<file path="config.mk">
export PLATFORM = sky130hd
export DESIGN_NAME = loop_ctrl
export DESIGN_NICKNAME = d
export VERILOG_FILES = /design/src/include/loop_pkg.sv /design/src/rtl/loop_ctrl.sv
export SDC_FILE = /design/constraint.sdc
export NUM_CORES = 1
export LEC_CHECK = 0
export BUFFER_PORTS_ARGS = -buffer_cell sky130_fd_sc_hd__buf_2
export CAP_MARGIN = 20
export CORE_MARGIN = 4
export CORE_UTILIZATION = 54
export CTS_BUF_LIST = sky130_fd_sc_hd__clkbuf_4 sky130_fd_sc_hd__clkbuf_8
export DETAILED_ROUTE_END_ITERATION = 8
export PLACE_DENSITY_LB_ADDON = 0.05
export SYNTH_ARGS = -nofsm -noshare
export SYNTH_HDL_FRONTEND = slang
export SYNTH_SLANG_ARGS = --single-unit
</file>
<file path="constraint.sdc">
create_clock -name pclk -period 2.9 [get_ports pclk]
set_input_delay 0.29 -clock pclk [delete_from_list [all_inputs] [get_ports pclk]]
set_output_delay 0.29 -clock pclk [all_outputs]
set_load 0.02 [all_outputs]
</file>
<file path="src/include/loop_pkg.sv">
// Package for the readout loop controller: register map, pin carriers, timing constants
package loop_pkg;
    // Register byte offsets
    localparam logic [7:0] OFF_CTRL = 8'h00;
    localparam logic [7:0] OFF_STATUS = 8'h04;
    localparam logic [7:0] OFF_DIGITS = 8'h08;
    localparam logic [7:0] OFF_DATA = 8'h0C;
    localparam logic [7:0] OFF_INFO = 8'h10;
    // Control register fields
    localparam int CTRL_START_BIT = 0;
    localparam int CTRL_GATE_BIT = 1;
    localparam int CTRL_PRESET_BIT = 2;
    localparam int CTRL_RESET_BIT = 3;
    localparam int CTRL_CHARGE_BIT = 4;
    localparam logic [31:0] CTRL_RESET_VALUE = 32'h0000_0000;
    // Status register fields
    localparam int STAT_BUSY_BIT = 0;
    localparam int STAT_VALID_BIT = 1;
    localparam int STAT_SHORT_BIT = 2;
    localparam int STAT_OVF_BIT = 3;
    localparam int STAT_DONE_BIT = 4;
    // Data word fields
    localparam int DATA_MODULE_LSB = 8;
    localparam int DATA_DIGIT_LSB = 16;
    // Timing
    localparam int CLK_PERIOD_NS = 25;
    localparam int STROBE_NS = 1000;
    localparam int STROBE_CYCLES = (STROBE_NS + CLK_PERIOD_NS - 1) / CLK_PERIOD_NS;
    localparam int MAX_MODULES = 50;
    localparam int DIGITS_DEFAULT = 16;
    localparam int DIGIT_W = 4;

    // Lines the controller drives into the loop
    typedef struct packed {
        logic prepare;
        logic advance;
        logic first_token;
        logic gate_o;
        logic gate_oe;
        logic preset;
        logic sys_reset_o;
        logic sys_reset_oe;
        logic in_charge;
    } loop_out_t;

    // Lines the loop returns to the controller
    typedef struct packed {
        logic [DIGIT_W-1:0] data;
        logic last_token;
        logic short_record;
        logic gate_i;
        logic sys_reset_i;
    } loop_in_t;

    typedef enum logic [2:0] {ST_IDLE, ST_PREP, ST_WAIT, ST_HOLD, ST_PULSE, ST_GAP} ctl_state_t;
endpackage

</file>
<file path="src/rtl/loop_ctrl.sv">
// Readout loop controller: drives the shared loop lines and collects BCD digits over APB
`timescale 1ns/1ps
module loop_ctrl
    import loop_pkg::*;
#(
    parameter int MODULES = MAX_MODULES,
    parameter int DIGITS = DIGITS_DEFAULT
) (
    input wire logic pclk,
    input wire logic presetn,
    input wire logic clk_en,
    input wire logic psel,
    input wire logic penable,
    input wire logic pwrite,
    input wire logic [7:0] paddr,
    input wire logic [31:0] pwdata,
    output logic [31:0] prdata,
    output logic pready,
    output logic pslverr,
    output loop_out_t loop_o,
    input wire loop_in_t loop_i
);
    // Refuse sizes the counters cannot hold
    initial begin
        if (MODULES < 1 || MODULES > MAX_MODULES) $error("MODULES out of range");
        if (DIGITS < 1 || DIGITS > 255) $error("DIGITS out of range");
    end

    ctl_state_t state_q, state_d;
    logic [31:0] ctrl_q;
    logic [7:0] digit_q, module_q;
    logic [7:0] timer_q;
    logic [31:0] data_q;
    logic valid_q, short_q, ovf_q, done_q;
    logic [$bits(loop_in_t)-1:0] sync1_q, sync2_q;
    loop_in_t lin;

    // Two-stage synchroniser for every loop input; only the second stage is read
    always_ff @(posedge pclk or negedge presetn) begin
        if (!presetn) begin
            sync1_q <= '0;
            sync2_q <= '0;
        end else if (clk_en) begin
            sync1_q <= loop_i;
            sync2_q <= sync1_q;
        end
    end
    assign lin = loop_in_t'(sync2_q);

    // APB decode
    wire access = psel && penable;
    wire wr_ctrl = access && pwrite && (paddr == OFF_CTRL);
    wire wr_status = access && pwrite && (paddr == OFF_STATUS);
    wire rd_data = access && !pwrite && (paddr == OFF_DATA);
    wire mapped = (paddr == OFF_CTRL) || (paddr == OFF_STATUS) || (paddr == OFF_DIGITS)
        || (paddr == OFF_DATA) || (paddr == OFF_INFO);
    wire start_req = wr_ctrl && pwdata[CTRL_START_BIT] && (state_q == ST_IDLE);
    wire timer_done = (timer_q == 8'h00);
    wire last_digit = (digit_q == 8'(DIGITS - 1));
    wire token_back = lin.last_token;
    // A digit is taken at the end of the settle wait unless the token came back
    wire sample = (state_q == ST_WAIT) && timer_done && !token_back;
    wire [31:0] status_w = {27'h0, done_q, ovf_q, short_q, valid_q, state_q != ST_IDLE};
    assign pready = 1'b1;
    assign pslverr = access && !mapped;

    // Read mux is combinational so reads complete in the access cycle
    always_comb begin
        case (paddr)
            OFF_CTRL: prdata = ctrl_q;
            OFF_STATUS: prdata = status_w;
            OFF_DIGITS: prdata = {24'h0, 8'(DIGITS)};
            OFF_DATA: prdata = data_q;
            OFF_INFO: prdata = {24'h0, module_q};
            default: prdata = 32'h0;
        endcase
    end

    // Loop sequencer: prepare pulse, then advance strobes until token returns
    always_comb begin
        state_d = state_q;
        case (state_q)
            ST_IDLE: if (start_req) state_d = ST_PREP;
            ST_PREP: if (timer_done) state_d = ST_WAIT;
            ST_WAIT: if (timer_done) state_d = token_back ? ST_IDLE : ST_HOLD;
            ST_HOLD: if (!valid_q) state_d = ST_PULSE;
            ST_PULSE: if (timer_done) state_d = ST_GAP;
            ST_GAP: if (timer_done) state_d = ST_WAIT;
            default: state_d = ST_IDLE;
        endcase
    end

    always_ff @(posedge pclk or negedge presetn) begin
        if (!presetn) begin
            state_q <= ST_IDLE;
            ctrl_q <= CTRL_RESET_VALUE;
            timer_q <= 8'h00;
        end else if (clk_en) begin
            state_q <= state_d;
            if (wr_ctrl) ctrl_q <= pwdata & 32'h0000_001E;
            if (state_d != state_q) timer_q <= 8'(STROBE_CYCLES - 1);
            else if (!timer_done) timer_q <= timer_q - 8'h01;
        end
    end

    // Capture a digit before each advance; the slave's digit is stable in hold
    always_ff @(posedge pclk or negedge presetn) begin
        if (!presetn) begin
            data_q <= 32'h0;
            valid_q <= 1'b0;
            short_q <= 1'b0;
            ovf_q <= 1'b0;
            done_q <= 1'b0;
            digit_q <= 8'h00;
            module_q <= 8'h00;
        end else if (clk_en) begin
            if (sample) begin
                data_q <= {8'h0, digit_q, module_q, 4'h0, lin.data};
                short_q <= short_q | lin.short_record;
                ovf_q <= ovf_q | valid_q;
                valid_q <= 1'b1;
            end else if (rd_data) begin
                valid_q <= 1'b0;
            end
            if (state_q == ST_GAP && timer_done) begin
                digit_q <= last_digit ? 8'h00 : digit_q + 8'h01;
                if (last_digit && module_q != 8'(MODULES - 1)) module_q <= module_q + 8'h01;
            end
            if (start_req) begin
                digit_q <= 8'h00;
                module_q <= 8'h00;
                done_q <= 1'b0;
            end
            if (state_q == ST_WAIT && timer_done && token_back) done_q <= 1'b1;
            // Set wins over a clear in the same cycle so no event is lost
            if (wr_status && pwdata[STAT_SHORT_BIT] && !(sample && lin.short_record))
                short_q <= 1'b0;
            if (wr_status && pwdata[STAT_OVF_BIT] && !(sample && valid_q)) ovf_q <= 1'b0;
        end
    end

    // Loop outputs; gate and reset are the controller's own lines
    always_ff @(posedge pclk or negedge presetn) begin
        if (!presetn) begin
            loop_o <= '0;
        end else if (clk_en) begin
            loop_o.prepare <= (state_d == ST_PREP);
            loop_o.advance <= (state_d == ST_PULSE);
            loop_o.first_token <= (state_d != ST_IDLE && state_d != ST_PREP);
            loop_o.gate_o <= ctrl_q[CTRL_GATE_BIT];
            loop_o.gate_oe <= ctrl_q[CTRL_GATE_BIT];
            loop_o.preset <= ctrl_q[CTRL_PRESET_BIT];
            loop_o.sys_reset_o <= ctrl_q[CTRL_RESET_BIT];
            loop_o.sys_reset_oe <= ctrl_q[CTRL_RESET_BIT];
            loop_o.in_charge <= ctrl_q[CTRL_CHARGE_BIT];
        end
    end

    // Assertions
    a_prep_one_strobe: assert property (@(posedge pclk) disable iff (!presetn)
        $rose(loop_o.prepare) |-> loop_o.prepare [*2])
        else $error("prepare strobe too short");
    a_adv_needs_token: assert property (@(posedge pclk) disable iff (!presetn)
        loop_o.advance |-> loop_o.first_token)
        else $error("advance without token");
    a_no_adv_in_prep: assert property (@(posedge pclk) disable iff (!presetn)
        !(loop_o.advance && loop_o.prepare))
        else $error("advance during prepare");
    a_reset_oe_match: assert property (@(posedge pclk) disable iff (!presetn)
        clk_en && $rose(ctrl_q[CTRL_RESET_BIT]) |=> loop_o.sys_reset_oe)
        else $error("reset line not driven");
    a_gate_follows_reg: assert property (@(posedge pclk) disable iff (!presetn)
        clk_en |=> loop_o.gate_oe == $past(ctrl_q[CTRL_GATE_BIT]))
        else $error("gate line wrong");
    a_charge_follows: assert property (@(posedge pclk) disable iff (!presetn)
        clk_en |=> loop_o.in_charge == $past(ctrl_q[CTRL_CHARGE_BIT]))
        else $error("control line wrong");
    a_preset_follows: assert property (@(posedge pclk) disable iff (!presetn)
        clk_en |=> loop_o.preset == $past(ctrl_q[CTRL_PRESET_BIT]))
        else $error("preset line wrong");
    a_done_sets_idle: assert property (@(posedge pclk) disable iff (!presetn)
        $rose(done_q) |-> state_q == ST_IDLE)
        else $error("done without idle");
    // A strobe shorter than the module can see would skip a digit
    a_adv_strobe_len: assert property (@(posedge pclk) disable iff (!presetn)
        $rose(loop_o.advance) |-> loop_o.advance [*8])
        else $error("advance strobe too short");
    a_hold_no_adv: assert property (@(posedge pclk) disable iff (!presetn)
        state_q == ST_HOLD |-> !loop_o.advance)
        else $error("advance before digit read");
    a_token_ends_round: assert property (@(posedge pclk) disable iff (!presetn)
        clk_en && state_q == ST_WAIT && timer_done && token_back |=> state_q == ST_IDLE)
        else $error("round kept after token");
    a_short_sticky: assert property (@(posedge pclk) disable iff (!presetn)
        short_q && !wr_status |=> short_q)
        else $error("short flag lost");
    a_freeze_state: assert property (@(posedge pclk) disable iff (!presetn)
        !clk_en |=> $stable(state_q))
        else $error("state moved while frozen");
    c_round: cover property (@(posedge pclk) $rose(done_q));
    c_advance: cover property (@(posedge pclk) $rose(loop_o.advance));
    c_digit: cover property (@(posedge pclk) $rose(valid_q));
    c_short: cover property (@(posedge pclk) $rose(short_q));
endmodule // loop_ctrl

</file>
## Word level (Yosys, flattened, before mapping)

Index checks and enable logic that the tools add are counted.

- Register bits: 78
- Bits of input ports: 54
- Output and inout port bits: 43
- Word-level logic and storage cells: 115

- Add/sub/neg operators: 3
- Equality and inequality tests: 16
- Muxes and demuxes: 24
- Bitwise operators: 2
- Reduce and logical (&&, ||, !) cells: 51

Operators by type and width:

| kind | count |
|---|---|
| case mux 24 bit (5 select lines) | 1 |
| 2-to-1 mux 8 bit | 8 |
| == test 8 x 4 -> 1 bit (second input constant) | 3 |
| logical AND 1 bit | 21 |
| adder 8 x 1 -> 8 bit (second input constant) | 2 |
| zero test 8 bit | 2 |
| AND reduction 2 bit | 8 |
| 2-to-1 mux 3 bit | 5 |
| case mux 3 bit (5 select lines) | 1 |
| nonzero test 2 bit | 6 |
| == test 3 bit (second input constant) | 3 |
| == test 8 x 3 -> 1 bit (second input constant) | 1 |
| == test 8 x 5 -> 1 bit (second input constant) | 1 |
| 2-to-1 mux 1 bit | 8 |
| inequality test 8 x 6 -> 1 bit (second input constant) | 1 |
| subtractor 8 x 1 -> 8 bit (second input constant) | 1 |
| == test 3 x 1 -> 1 bit (second input constant) | 2 |
| == test 3 x 2 -> 1 bit (second input constant) | 2 |
| nonzero test 3 bit | 2 |
| zero test 1 bit | 5 |
| logical OR 1 bit | 4 |
| zero test 3 bit | 1 |
| inequality test 3 x 1 -> 1 bit (second input constant) | 1 |
| inequality test 3 bit | 1 |
| 5 further kinds | 6 |

## Depth between registers and ports, before layout

Gate-level depths: netlist (run 1).

- Depth in word-level cells: 10
- Mapped depth: 9
- Gate-level depth less buffers: 7

## Least setup slack after synthesis (run 1)

OpenSTA, ideal clock, no wires.

- Path kind: reg-to-reg
- Start point: reg timer_q[0]
- End point: reg data_q[10]
- Setup time: 0.125 ns
- Arrival time: 2.430 ns
- Data required time: 2.775 ns
- Slack: 0.345 ns
- Stages on the path, launching flop included: 10
- Buffers on the path: 3
- Period minus slack after synthesis: 2.555 ns
- Path through: dfrtp_1 > inv_1 > ha_1 > or3b_2 > clkbuf_1 > nor3_1 > and4b_1 > clkbuf_1 > buf_4 > mux2_2

- Word-level cells in the longest chain between the ends: 4

RTL lines:

| what | RTL line | source |
|---|---|---|
| from (decl) | loop_ctrl.sv:32 | `logic [7:0] timer_q;` |
| from (signal assigned) | loop_ctrl.sv:101 | `if (state_d != state_q) timer_q <= 8'(STROBE_CYCLES - 1);` |
| from (signal assigned) | loop_ctrl.sv:102 | `else if (!timer_done) timer_q <= timer_q - 8'h01;` |
| zero test 8 bit | loop_ctrl.sv:58 | `wire timer_done = (timer_q == 8'h00);` |
| logical AND 1 bit (2 in series) | loop_ctrl.sv:62 | `wire sample = (state_q == ST_WAIT) && timer_done && !token_back;` |
| AND reduction 2 bit (no source line) | n/a |  |
| to (signal assigned) | loop_ctrl.sv:118 | `data_q <= {8'h0, digit_q, module_q, 4'h0, lin.data};` |
| to (decl) | loop_ctrl.sv:33 | `logic [31:0] data_q;` |

No other way between the ends.
A chain may end at the register's enable or synchronous reset.

## Worst setup path after layout (run 1)

- Start point: reg timer_q[0]
- End point: reg module_q[4]

- Word-level cells in the longest chain between the ends: 4

RTL lines:

| what | RTL line | source |
|---|---|---|
| zero test 8 bit | loop_ctrl.sv:58 |  |
| logical AND 1 bit | loop_ctrl.sv:125 | `if (state_q == ST_GAP && timer_done) begin` |
| nonzero test 2 bit (no source line) | n/a |  |
| AND reduction 3 bit (no source line) | n/a |  |
| to (signal assigned) | loop_ctrl.sv:127 | `if (last_digit && module_q != 8'(MODULES - 1)) module_q <= module_q + 8'h01;` |
| to (decl) | loop_ctrl.sv:31 | `logic [7:0] digit_q, module_q;` |

No other way between the ends.

==> impl_metrics.sql, run 1 <==
INSERT INTO impl_metrics (metric_group, metric, value, unit) VALUES
('placement', 'finalWeightedCongestion', '0.849', ''),
('global_route', 'grt_start_max_net_pins', '53', ''),
('logic_synthesis', 'ys_async_sr_fraction', '100', '%'),
('final_layout', 'most-common-layout-cells', 'sky130_fd_sc_hd__dfrtp_1 (74), sky130_fd_sc_hd__buf_2 (58), sky130_fd_sc_hd__mux2_2 (40)', ''),
('clock_tree', 'cts.path.max_buffers', '2', ''),
('global_route', 'first_global_vias', '2997', ''),
('floorplan', 'die_w', '93.4', 'um'),
('final_layout', 'finish.net_count', '496', ''),
('global_route', 'grt_antenna_before_repair', '0', ''),
('worst_setup_path', 'cp_slowest_cell', 'sky130_fd_sc_hd__and4_1', ''),
('placement', 'port-buffer-count', '58', ''),
('worst_setup_path', 'timing.critical_path.fanout_max', '9', ''),
('worst_hold_path', 'timing.hold.worst.class', 'input port to flop', ''),
('clock_tree', 'cts.htree.levels', '3', ''),
('clock_tree', 'cts_buffers', '9', ''),
('clock_tree', 'clk_pin_slew_worst_paths', '0.08', 'ns'),
('logic_synthesis', 'synthesis.area_per_instance', '10.3', 'um^2'),
('route', 'drc_errors', '0', ''),
('worst_setup_path', 'largest_delay_contributor_family_on_the_critical_path', 'simple AND/OR/NAND/NOR gates', ''),
('worst_setup_path', 'slowest_delay', '0.46', 'ns'),
('clock_tree', 'cts_num_sinks', '74', ''),
('route', 'routed_wirelength', '8760', 'um'),
('worst_setup_path', 'timing_worst_setup_path_type', 'flop to flop', ''),
('sta', 'timing.clock.skew', '0.00757', 'ns'),
('floorplan', 'die_height', '93.4', 'um'),
('final_layout', 'layout_commonest_cell', 'sky130_fd_sc_hd__dfrtp_1', ''),
('floorplan', 'die_area', '0.00872', 'mm^2'),
('logic_synthesis', 'synth_area', '0.00394', 'mm^2'),
('run_status', 'run_status', 'complete, no violations', ''),
('sta', 'fin_tns_setup', '0', 'ns'),
('worst_setup_path', 'timing.critical_path.arrival', '2.84', 'ns'),
('clock_tree', 'cts.repair_timing.setup_buffer_count', '0', ''),
('logic_synthesis', 'netlist_instances', '381', ''),
('floorplan', 'initial_utilization', '56.7', '%'),
('sta', 'final_min_period_over_clock_period', '88.4', '%'),
('route', 'route.vias.total', '3112', ''),
('power', 'total_leakage_power', '2.14', 'nW'),
('logic_synthesis', 'post-synth-top-area-cell', 'sky130_fd_sc_hd__dfrtp_1', ''),
('logic_synthesis', 'dominant_cells_by_area_after_synthesis', 'sky130_fd_sc_hd__dfrtp_1 (47%), sky130_fd_sc_hd__mux2_2 (11%), sky130_fd_sc_hd__o21ai_0 (3.1%)', ''),
('sta', 'finalHoldViolations', '0', ''),
('global_route', 'grt_first_pass_wirelength', '14800', 'um'),
('logic_synthesis', 'synth_top_area_share', '47.0', '%'),
('final_layout', 'layout-drive-gt1-share', '29.8', '%'),
('placement', 'placed_area', '0.00428', 'mm^2'),
('logic_synthesis', 'postSynth.topFlopCell', 'sky130_fd_sc_hd__dfrtp_1', ''),
('final_layout', 'area.growth.synth_to_final', '13.9', '%'),
('route', 'firstDrtPassIters', '4', ''),
('clock_tree', 'source_to_sink_clock_delay_at_the_later_pin_of_the_worst_skew_pair', '0.35', 'ns'),
('power', 'power_density', '523', 'mW/mm^2'),
('placement', 'place.detailed.hpwl', '6200', 'um'),
('clock_tree', 'clk_root_buffer_cell', 'sky130_fd_sc_hd__clkbuf_8', ''),
('worst_setup_path', 'critical_path.n_buffers_inverters', '1', ''),
('route', 'drtAntennaViolNets', '0', ''),
('worst_setup_path', 'crit_required', '3.17', 'ns'),
('sta', 'slew-limit-headroom', '55.5', '%'),
('floorplan', 'fp-row-count', '30', ''),
('logic_synthesis', 'synth_edf_count', '0', ''),
('route', 'initialDrtViolationCount', '174', ''),
('sta', 'slew_viol_final', '0', ''),
('route', 'routedWlPerCell', '16.2', 'um'),
('global_route', 'grt.overflow.total', '0', ''),
('final_layout', 'antenna-diode-count', '0', ''),
('global_route', 'total_global_route_track_usage', '21.5', '%'),
('sta', 'worst_slew_pin_slew', '0.661', 'ns'),
('clock_tree', 'cts_tree', 'built', ''),
('sta', 'timing.fmax', '390', 'MHz'),
('floorplan', 'io_pins', '97', ''),
('worst_setup_path', 'timing.critical_path.cells', 'inv_1, ha_1, nor3b_1, and4_1, a22oi_1, or3_1, a21oi_1', ''),
('sta', 'period_minus_slack', '2.56', 'ns'),
('worst_setup_path', 'worst_setup_path_end_kind', 'flop', ''),
('logic_synthesis', 'yosys_warnings', '0', '');
[worst paths after layout]
path	from	end	slack, ns	cells after the start
min in group asynchronous	presetn	data_q[18]$_DFFE_PN0P_	0.45	2
max in group asynchronous	presetn	ctrl_q[4]$_DFFE_PN0P_	1.80	3
min	loop_i[5]	sync1_q[5]$_DFFE_PN0P_	0.17	2
min reg2reg	loop_o[6]$_DFFE_PN0P_	loop_o[6]$_DFFE_PN0P_	0.49	1
max	timer_q[0]$_DFFE_PN0P_	module_q[4]$_DFFE_PN0P_	0.34	7
max reg2reg	timer_q[0]$_DFFE_PN0P_	module_q[4]$_DFFE_PN0P_	0.34	7
[cells by family (layout without fill, tap and decap cells)]
kind of cell / after synthesis / count (layout) / synth area share (%)
and+or+nand+nor: 135 / 135 / 19.9
AOI/OAI and AO/OA: 81 / 81 / 13.5
adders and majority gates: 4 / 4 / 1.27
other: 2 / 9 / 0.191
muxes: 43 / 43 / 12.2
buffers and inverters: 40 / 95 / 5.44
DFF: 74 / 74 / 47.0
xor gates and xnor gates: 2 / 2 / 0.445
[layout make-up]
type,instances,area (um^2)
inverter,10,37.5
sequential,74,1850
timing repair buffer,69,388
multi-input combinational,274,1900
tap,96,120
clock inverter,5,38.8
fill,607,2460
clock buffer,11,151
[layer usage]
metal | GRT usage (%) | up-vias | part of all wire, %
li1 | - | 1495 | -
met1 | 32.0 | 1510 | 49
met2 | 31.4 | 98 | 44
met3 | 5.31 | 9 | 6.6
met4 | 5.49 | 0 | 1.1
met5 | 0 | - | 0
[synthesized netlist by cell type (6+ instances only)]
library cell	count
sky130_fd_sc_hd__mux2_2	40
sky130_fd_sc_hd__o31ai_1	6
sky130_fd_sc_hd__a22oi_1	6
sky130_fd_sc_hd__inv_1	10
sky130_fd_sc_hd__buf_4	15
sky130_fd_sc_hd__a21oi_1	14
sky130_fd_sc_hd__a22o_1	6
sky130_fd_sc_hd__or3_1	6
sky130_fd_sc_hd__nor3_1	12
sky130_fd_sc_hd__dfrtp_1	74
sky130_fd_sc_hd__and2_1	19
sky130_fd_sc_hd__nand2_1	26
sky130_fd_sc_hd__o21ai_0	24
sky130_fd_sc_hd__clkbuf_1	14
sky130_fd_sc_hd__nor2_1	17
sky130_fd_sc_hd__nand3_1	11
sky130_fd_sc_hd__and3_1	6
[power breakdown]
group	leakage, nW	switching, mW	internal, mW	total [mW]
clock network	0.0838	0.387	0.358	0.745
logic	1.09	0.214	0.164	0.377
registers	0.966	0.104	1.12	1.22
[flip-flops by register name, summed over array words and instances, names as in the netlist]
name	cells
loop_o	7
module_q	8
ovf_q	1
timer_q	8
ctrl_q	4
state_q	3
done_q	1
valid_q	1
data_q	20
sync1_q	6
lin	6
short_q	1
digit_q	8
[worst register-to-register path: cells and delay by family, from the launching register on]
family                   cells  cell delay (ns)
adder cells (fa/ha/maj)      1             0.24
AO/OA/AOI/OAI                2             0.43
buffers and inverters        1             0.08
flip-flops                   1             0.44
AND/OR/NAND/NOR              3             1.31
[per-stage QoR]
stage               hold WS, ns  power, mW  std cells  utilization [%]  setup slack, ns
floorplan              -0.00559       1.49        388                -            0.345
global placement          0.300       1.60        522             61.7            0.379
detailed placement        0.296       1.62        522             61.7            0.352
CTS                       0.154       2.37        539             64.6            0.339
global route              0.155       2.49        539             64.6            0.109
finish                    0.170       2.35        539             64.6            0.335
[what timing repair did]
item / in CTS / in global routing
resized for setup: 0 / 0
hold endpoints to repair: 22 / 0
hold buffers: 1 / 0
endpoints found under the setup margin: 0 / 0
Power figures use the tool's default switching activity.
==> run 2, diff against run 1 <==
- GPL_TIMING_DRIVEN: not set -> 0
==> run 2 against run 1 <==
Net effect:
- total power rose by 5.3%
- combinational power up 5.8%
- wire length is 4.0% higher
- register-to-register slack lost 0.24 ns
- global-route usage is 0.79 points higher
- hold slack improved by 0.0010 ns
- first-iteration DRC count rose by 22%
- cell count grew 3.0%
- worst setup slack worse by 0.24 ns
- die area unchanged
- flip-flop and latch count unchanged
==> impl_metrics.sql, run 2 (synthesized netlist as in run 1, its figures left out) <==
INSERT INTO impl_metrics (metric_group, metric, value, unit) VALUES
('run_status', 'run_status', 'complete, no violations', ''),
('route', 'routedWlPerCell', '16.4', 'um'),
('placement', 'finalWeightedCongestion', '0.863', ''),
('final_layout', 'largest_register_ff_count', '20', ''),
('run', 'cap_violations', '0', ''),
('sta', 'final_min_period_over_clock_period', '96.7', '%'),
('route', 'detail_route.vias_per_cell', '5.74', ''),
('worst_setup_path', 'worst_setup_path_end_kind', 'flop', ''),
('worst_hold_path', 'min_delay_path_depth', '2', ''),
('clock_tree', 'clk_pin_slew_worst_paths', '0.08', 'ns'),
('worst_setup_path', 'crit_path_start_kind', 'flop', ''),
('global_route', 'grt_first_pass_wirelength', '15300', 'um'),
('global_route', 'total_global_route_track_usage', '22.3', '%'),
('clock_tree', 'cts.htree.levels', '3', ''),
('worst_setup_path', 'timing.critical_path.fanout_max', '10', ''),
('power', 'worst_ir_drop_vdd', '0.000414', 'V'),
('final_layout', 'area.growth.synth_to_final', '17.3', '%'),
('final_layout', 'antenna-diode-count', '0', ''),
('sta', 'grt_setup_unrepaired', 'no', ''),
('floorplan', 'die_w', '93.4', 'um'),
('sta', 'slew-limit-headroom', '57.0', '%'),
('route', 'route.vias.total', '3188', ''),
('final_layout', 'layout-drive-gt1-share', '30.1', '%'),
('final_layout', 'most-common-layout-cells', 'sky130_fd_sc_hd__dfrtp_1 (74), sky130_fd_sc_hd__buf_2 (55), sky130_fd_sc_hd__mux2_2 (40)', ''),
('final_layout', 'layout_commonest_cell', 'sky130_fd_sc_hd__dfrtp_1', ''),
('floorplan', 'io_pins', '97', ''),
('sta', 'finalHoldViolations', '0', ''),
('final_layout', 'number_of_cells_in_the_finished_layout_apart_from_fillers', '555', ''),
('worst_setup_path', 'rr_worst_depth', '8', ''),
('worst_setup_path', 'timing_worst_setup_path_type', 'flop to flop', ''),
('global_route', 'first_global_vias', '3091', ''),
('floorplan', 'initial_utilization', '56.7', '%'),
('global_route', 'grt.overflow.total', '0', ''),
('placement', 'place.detailed.hpwl', '6690', 'um'),
('worst_setup_path', 'crit_required', '3.13', 'ns'),
('worst_hold_path', 'timing.hold.worst.class', 'input port to flop', ''),
('power', 'intPower', '1.77', 'mW'),
('final_layout', 'finish.net_count', '514', ''),
('clock_tree', 'cts.path.max_buffers', '2', ''),
('power', 'totalPowerFinal', '2.47', 'mW'),
('worst_hold_path', 'hold_path_startpoint', 'loop_i[2]', ''),
('clock_tree', 'cts_buffers', '9', ''),
('route', 'drtAntennaViolNets', '0', ''),
('placement', 'port-buffer-count', '56', ''),
('floorplan', 'fp-row-count', '30', ''),
('floorplan', 'core', '0.00694', 'mm^2'),
('placement', 'place.detailed.instances', '541', ''),
('sta', 'setup_viol', '0', ''),
('global_route', 'grt_antenna_before_repair', '0', ''),
('power', 'power_density', '535', 'mW/mm^2'),
('sta', 'period_minus_slack', '2.80', 'ns'),
('clock_tree', 'cts_tree', 'built', ''),
('power', 'total_leakage_power', '2.21', 'nW'),
('sta', 'timing.clock.skew', '0.00790', 'ns'),
('power', 'share_clk_of_total_power', '34.4', '%'),
('route', 'firstDrtPassIters', '5', ''),
('floorplan', 'die_area', '0.00872', 'mm^2'),
('route', 'routed_wirelength', '9110', 'um'),
('route', 'initialDrtViolationCount', '212', ''),
('worst_setup_path', 'setup.worst_path.start', 'timer_q[0]$_DFFE_PN0P_', ''),
('route', 'drc_errors', '0', ''),
('final_layout', 'largest-register', 'data_q', ''),
('power', 'sw_frac_of_total', '28.4', '%'),
('global_route', 'grt_start_max_net_pins', '49', ''),
('sta', 'slew_viol_final', '0', ''),
('power', 'total_switching_power', '0.702', 'mW'),
('sta', 'worst_slew_pin_slew', '0.639', 'ns'),
('worst_setup_path', 'worst-r2r-setup-slack', '0.1', 'ns'),
('worst_setup_path', 'regToRegEndpoint', 'data_q[2]$_DFFE_PN0P_', ''),
('worst_hold_path', 'hold-path-endpoint', 'sync1_q[2]$_DFFE_PN0P_', ''),
('clock_tree', 'clk_root_buffer_cell', 'sky130_fd_sc_hd__clkbuf_8', ''),
('worst_setup_path', 'r2r-start', 'timer_q[0]$_DFFE_PN0P_', ''),
('power', 'pwr-share-comb', '16.1', '%'),
('sta', 'timing.fmax', '357', 'MHz'),
('clock_tree', 'source_to_sink_clock_delay_at_the_later_pin_of_the_worst_skew_pair', '0.34', 'ns'),
('power', 'sequential_share_of_power', '49.4', '%'),
('floorplan', 'die_height', '93.4', 'um'),
('worst_setup_path', 'timing.critical_path.arrival', '3.03', 'ns'),
('clock_tree', 'cts_num_sinks', '74', ''),
('sta', 'final.hold.worst_slack', '0.171', 'ns');
run 2: cell count changes in the layout (fill, tap and decap cells not counted), sizes merged:
cell,before,now
clkbuf,11,22
buf,68,73
clkinvlp,4,1
bufinv,0,2
clkinv,1,2
run 2: layout make-up:
type,instances,area (um^2)
Inverter,10,37.5
Timing Repair Buffer,58,320
Tap cell,96,120
Clock buffer,9,124
Buffer,29,173
Fill cell,593,2330
Multi-Input combinational cell,274,1910
Sequential cell,74,1850
Clock inverter,5,81.3
run 2: worst max path at each step:
| stage | endpoint | cells after the start |
|---|---|---|
| after global placement | prdata[12] | 7 |
| after detailed placement | prdata[23] | 7 |
| after floorplan | data_q[10]$_DFFE_PN0P_ | 9 |
| after global routing | data_q[2]$_DFFE_PN0P_ | 8 |
| after CTS | data_q[2]$_DFFE_PN0P_ | 9 |
| final | data_q[2]$_DFFE_PN0P_ | 8 |
run 2: power by group through the flow:
| stage | combinational [mW] | sequential, mW | clock (mW) |
|---|---|---|---|
| 6_report | 0.399 | 1.22 | 0.851 |
| 5_1_grt | 0.448 | 1.23 | 0.908 |
| 4_1_cts | 0.397 | 1.22 | 0.864 |
| 3_5_place_dp | 0.394 | 1.24 | 0 |
| 3_3_place_gp | 0.382 | 1.23 | 0 |
| 2_1_floorplan | 0.268 | 1.23 | 0 |
run 2: what timing repair did:
action                                 4_1_cts  5_1_grt
endpoints found under the hold margin       26        0
pin swaps                                    0        0
buffers inserted                             0        0
resized for setup                            2        1
hold buffers                                 1        0
setup endpoints to repair                   27       27
run 2: layer usage:
layer  track usage, %  share of wire, %  vias to the layer above
li1                 -                 -                     1535
met1             32.6                48                     1517
met2             32.9                43                      121
met3             4.10               6.4                       15
met4             8.67               2.1                        0
met5                0                 0                        -
run 2: per-stage QoR:
stage	setup WS [ns]	area, um^2	utilization [%]	setup TNS [ns]
final	0.0953	4620	66.5	0
after floorplan	0.345	3960	-	0
after global routing	0.0196	4620	66.5	0
after CTS	0.0163	4620	66.5	0
after global placement	-0.0411	4360	62.8	-0.699
after detailed placement	-0.110	4390	63.3	-1.72
run 2: critical path, cell delays in order (launching register included):
cell and delay, ns:
sky130_fd_sc_hd__dfrtp_1 0.42, sky130_fd_sc_hd__inv_1 0.07, sky130_fd_sc_hd__ha_1 0.24, sky130_fd_sc_hd__or3b_2 0.45, sky130_fd_sc_hd__clkbuf_1 0.23, sky130_fd_sc_hd__nor3_2 0.26, sky130_fd_sc_hd__and4b_1 0.40, sky130_fd_sc_hd__buf_4 0.26
sky130_fd_sc_hd__mux2_2 0.35
==> run 3, diff against run 2 <==
- CORE_UTILIZATION: 54 -> 55
==> run 3 against run 2 <==
Net effect:
- clock-buffer cell count up 2
- die area shrank 1.7%
- utilization is 1.3 points higher
- design area up 0.81%
- cell count grew 0.36%
- largest cell class unchanged
- highest routed layer unchanged
==> impl_metrics.sql, run 3 (synthesized netlist as in run 1, its figures left out) <==
INSERT INTO impl_metrics (metric_group, metric, value, unit) VALUES
('worst_hold_path', 'min_delay_path_depth', '2', ''),
('sta', 'grt_setup_unrepaired', 'no', ''),
('route', 'drtAntennaViolNets', '0', ''),
('worst_setup_path', 'timing.critical_path.arrival', '3.02', 'ns'),
('sta', 'period_minus_slack', '2.80', 'ns'),
('clock_tree', 'cts_tree', 'built', ''),
('route', 'routed_wirelength', '9060', 'um'),
('global_route', 'total_global_route_track_usage', '22.2', '%'),
('clock_tree', 'clk_root_buffer_cell', 'sky130_fd_sc_hd__clkbuf_8', ''),
('final_layout', 'finish.net_count', '514', ''),
('final_layout', 'antenna-diode-count', '0', ''),
('floorplan', 'io_pins', '97', ''),
('sta', 'final.hold.worst_slack', '0.170', 'ns'),
('global_route', 'grt.overflow.total', '0', ''),
('floorplan', 'fp-row-count', '30', ''),
('floorplan', 'die_w', '92.6', 'um'),
('final_layout', 'design_area', '0.00466', 'mm^2'),
('global_route', 'grt_antenna_before_repair', '0', ''),
('worst_setup_path', 'r2r-start', 'timer_q[0]$_DFFE_PN0P_', ''),
('clock_tree', 'cts_num_sinks', '74', ''),
('worst_setup_path', 'critical_path.n_buffers_inverters', '3', ''),
('worst_setup_path', 'timing_worst_setup_path_type', 'flop to flop', ''),
('placement', 'placed_area', '0.00439', 'mm^2'),
('global_route', 'first_global_vias', '3089', ''),
('clock_tree', 'clk_pin_slew_worst_paths', '0.08', 'ns'),
('placement', 'finalWeightedCongestion', '0.856', ''),
('power', 'power_density', '556', 'mW/mm^2'),
('placement', 'place.detailed.hpwl', '6560', 'um'),
('worst_setup_path', 'cp_slowest_cell', 'sky130_fd_sc_hd__or3b_2', ''),
('sta', 'slew_viol_final', '0', ''),
('route', 'firstDrtPassIters', '5', ''),
('placement', 'port-buffer-count', '56', ''),
('global_route', 'grt_first_pass_wirelength', '15000', 'um'),
('worst_setup_path', 'rr_worst_depth', '8', ''),
('floorplan', 'die_area', '0.00857', 'mm^2'),
('run', 'cap_violations', '0', ''),
('floorplan', 'core', '0.00687', 'mm^2'),
('clock_tree', 'source_to_sink_clock_delay_at_the_later_pin_of_the_worst_skew_pair', '0.35', 'ns'),
('worst_setup_path', 'crit_required', '3.13', 'ns'),
('sta', 'slew-limit-headroom', '52.8', '%'),
('power', 'total_leakage_power', '2.23', 'nW'),
('worst_setup_path', 'worst_setup_path_end_kind', 'flop', ''),
('final_layout', 'most-common-layout-cells', 'sky130_fd_sc_hd__dfrtp_1 (74), sky130_fd_sc_hd__buf_2 (55), sky130_fd_sc_hd__mux2_2 (40)', ''),
('worst_setup_path', 'timing.critical_path.cells', 'inv_1, ha_1, or3b_2, clkbuf_1, nor3_2, and4b_2, buf_4, mux2_2', ''),
('route', 'initialDrtViolationCount', '320', ''),
('worst_setup_path', 'worst-r2r-setup-slack', '0.10', 'ns'),
('worst_setup_path', 'largest_delay_contributor_family_on_the_critical_path', 'simple AND/OR/NAND/NOR gates', ''),
('sta', 'setup_ws', '0.104', 'ns'),
('sta', 'final_min_period_over_clock_period', '96.4', '%'),
('route', 'route.vias.total', '3250', ''),
('floorplan', 'die_height', '92.6', 'um'),
('sta', 'timing.fmax', '358', 'MHz'),
('worst_hold_path', 'timing.hold.worst.class', 'input port to flop', ''),
('route', 'drc_errors', '0', ''),
('route', 'routedWlPerCell', '16.3', 'um'),
('final_layout', 'area.growth.synth_to_final', '18.3', '%'),
('clock_tree', 'cts.repair_timing.setup_buffer_count', '0', ''),
('run_status', 'run_status', 'complete, no violations', ''),
('worst_setup_path', 'regToRegEndpoint', 'data_q[2]$_DFFE_PN0P_', ''),
('floorplan', 'initial_utilization', '57.3', '%'),
('placement', 'pre_cts_slack', '-0.0762', 'ns'),
('worst_hold_path', 'hold-path-endpoint', 'sync1_q[6]$_DFFE_PN0P_', ''),
('worst_hold_path', 'hold_path_startpoint', 'loop_i[6]', ''),
('sta', 'setup_viol', '0', ''),
('clock_tree', 'cts_buffers', '9', ''),
('clock_tree', 'cts.path.max_buffers', '2', ''),
('sta', 'finalHoldViolations', '0', ''),
('clock_tree', 'cts.htree.levels', '3', ''),
('final_layout', 'largest-register', 'data_q', ''),
('sta', 'timing.clock.skew', '0.00708', 'ns'),
('worst_setup_path', 'crit_path_start_kind', 'flop', ''),
('route', 'detail_route.vias_per_cell', '5.83', ''),
('global_route', 'grt_start_max_net_pins', '49', ''),
('final_layout', 'layout-drive-gt1-share', '30.6', '%'),
('placement', 'place.detailed.instances', '541', ''),
('power', 'totalPowerFinal', '2.59', 'mW'),
('power', 'worst_ir_drop_vdd', '0.000385', 'V'),
('final_layout', 'largest_register_ff_count', '20', ''),
('worst_setup_path', 'slowest_delay', '0.46', 'ns'),
('final_layout', 'number_of_cells_in_the_finished_layout_apart_from_fillers', '557', ''),
('final_layout', 'layout_commonest_cell', 'sky130_fd_sc_hd__dfrtp_1', ''),
('sta', 'worst_slew_pin_slew', '0.701', 'ns'),
('worst_setup_path', 'timing.critical_path.fanout_max', '10', '');
run 3: final cells by class:
class                   count  area [um^2]
plain buffers              29          173
clock buffers              11          139
clock inverters             5          103
fillers                   558         2210
inverters                  10         37.5
multi-input cells         274         1910
flip-flops and latches     74         1850
well taps                  96          120
repair buffers             58          320
run 3: worst max-delay path by stage:
stage	start	end	slack, ns	cells past startpoint
floorplan	timer_q[0]$_DFFE_PN0P_	data_q[10]$_DFFE_PN0P_	0.35	9
global placement	timer_q[0]$_DFFE_PN0P_	data_q[0]$_DFFE_PN0P_	-0.06	9
detailed placement	paddr[7]	prdata[11]	-0.08	7
CTS	timer_q[0]$_DFFE_PN0P_	data_q[2]$_DFFE_PN0P_	0.007	8
global route	timer_q[0]$_DFFE_PN0P_	data_q[2]$_DFFE_PN0P_	0.009	8
finish	timer_q[0]$_DFFE_PN0P_	data_q[2]$_DFFE_PN0P_	0.10	8
run 3: where the power goes:
part | switching (mW) | internal, mW | total, mW
Sequential | 0.0978 | 1.12 | 1.22
Clock | 0.376 | 0.590 | 0.965
Combinational | 0.230 | 0.174 | 0.404
Total | 0.704 | 1.88 | 2.59
run 3: layer usage:
| metal | wire [um] | vias up | track usage (%) |
|---|---|---|---|
| met3 | 662 | 15 | 4.79 |
| met5 | 0 | - | 0 |
| met4 | 162 | 0 | 8.17 |
| met1 | 4120 | 1580 | 31.2 |
| met2 | 4110 | 116 | 33.7 |
| li1 | - | 1539 | - |
run 3: what timing repair did:
action | 4_1_cts | 5_1_grt
cloned | 0 | 0
hold endpoints to repair | 26 | 0
hold buffers | 1 | 0
resized for setup | 1 | 3
endpoints found under the setup margin | 27 | 27
run 3: per-stage QoR:
step,setup TNS (ns),utilization [%]
final,0,67.8
after global routing,0,67.8
after CTS,0,67.6
after detailed placement,-1.61,64.0
after global placement,-1.19,63.5
after floorplan,0,-
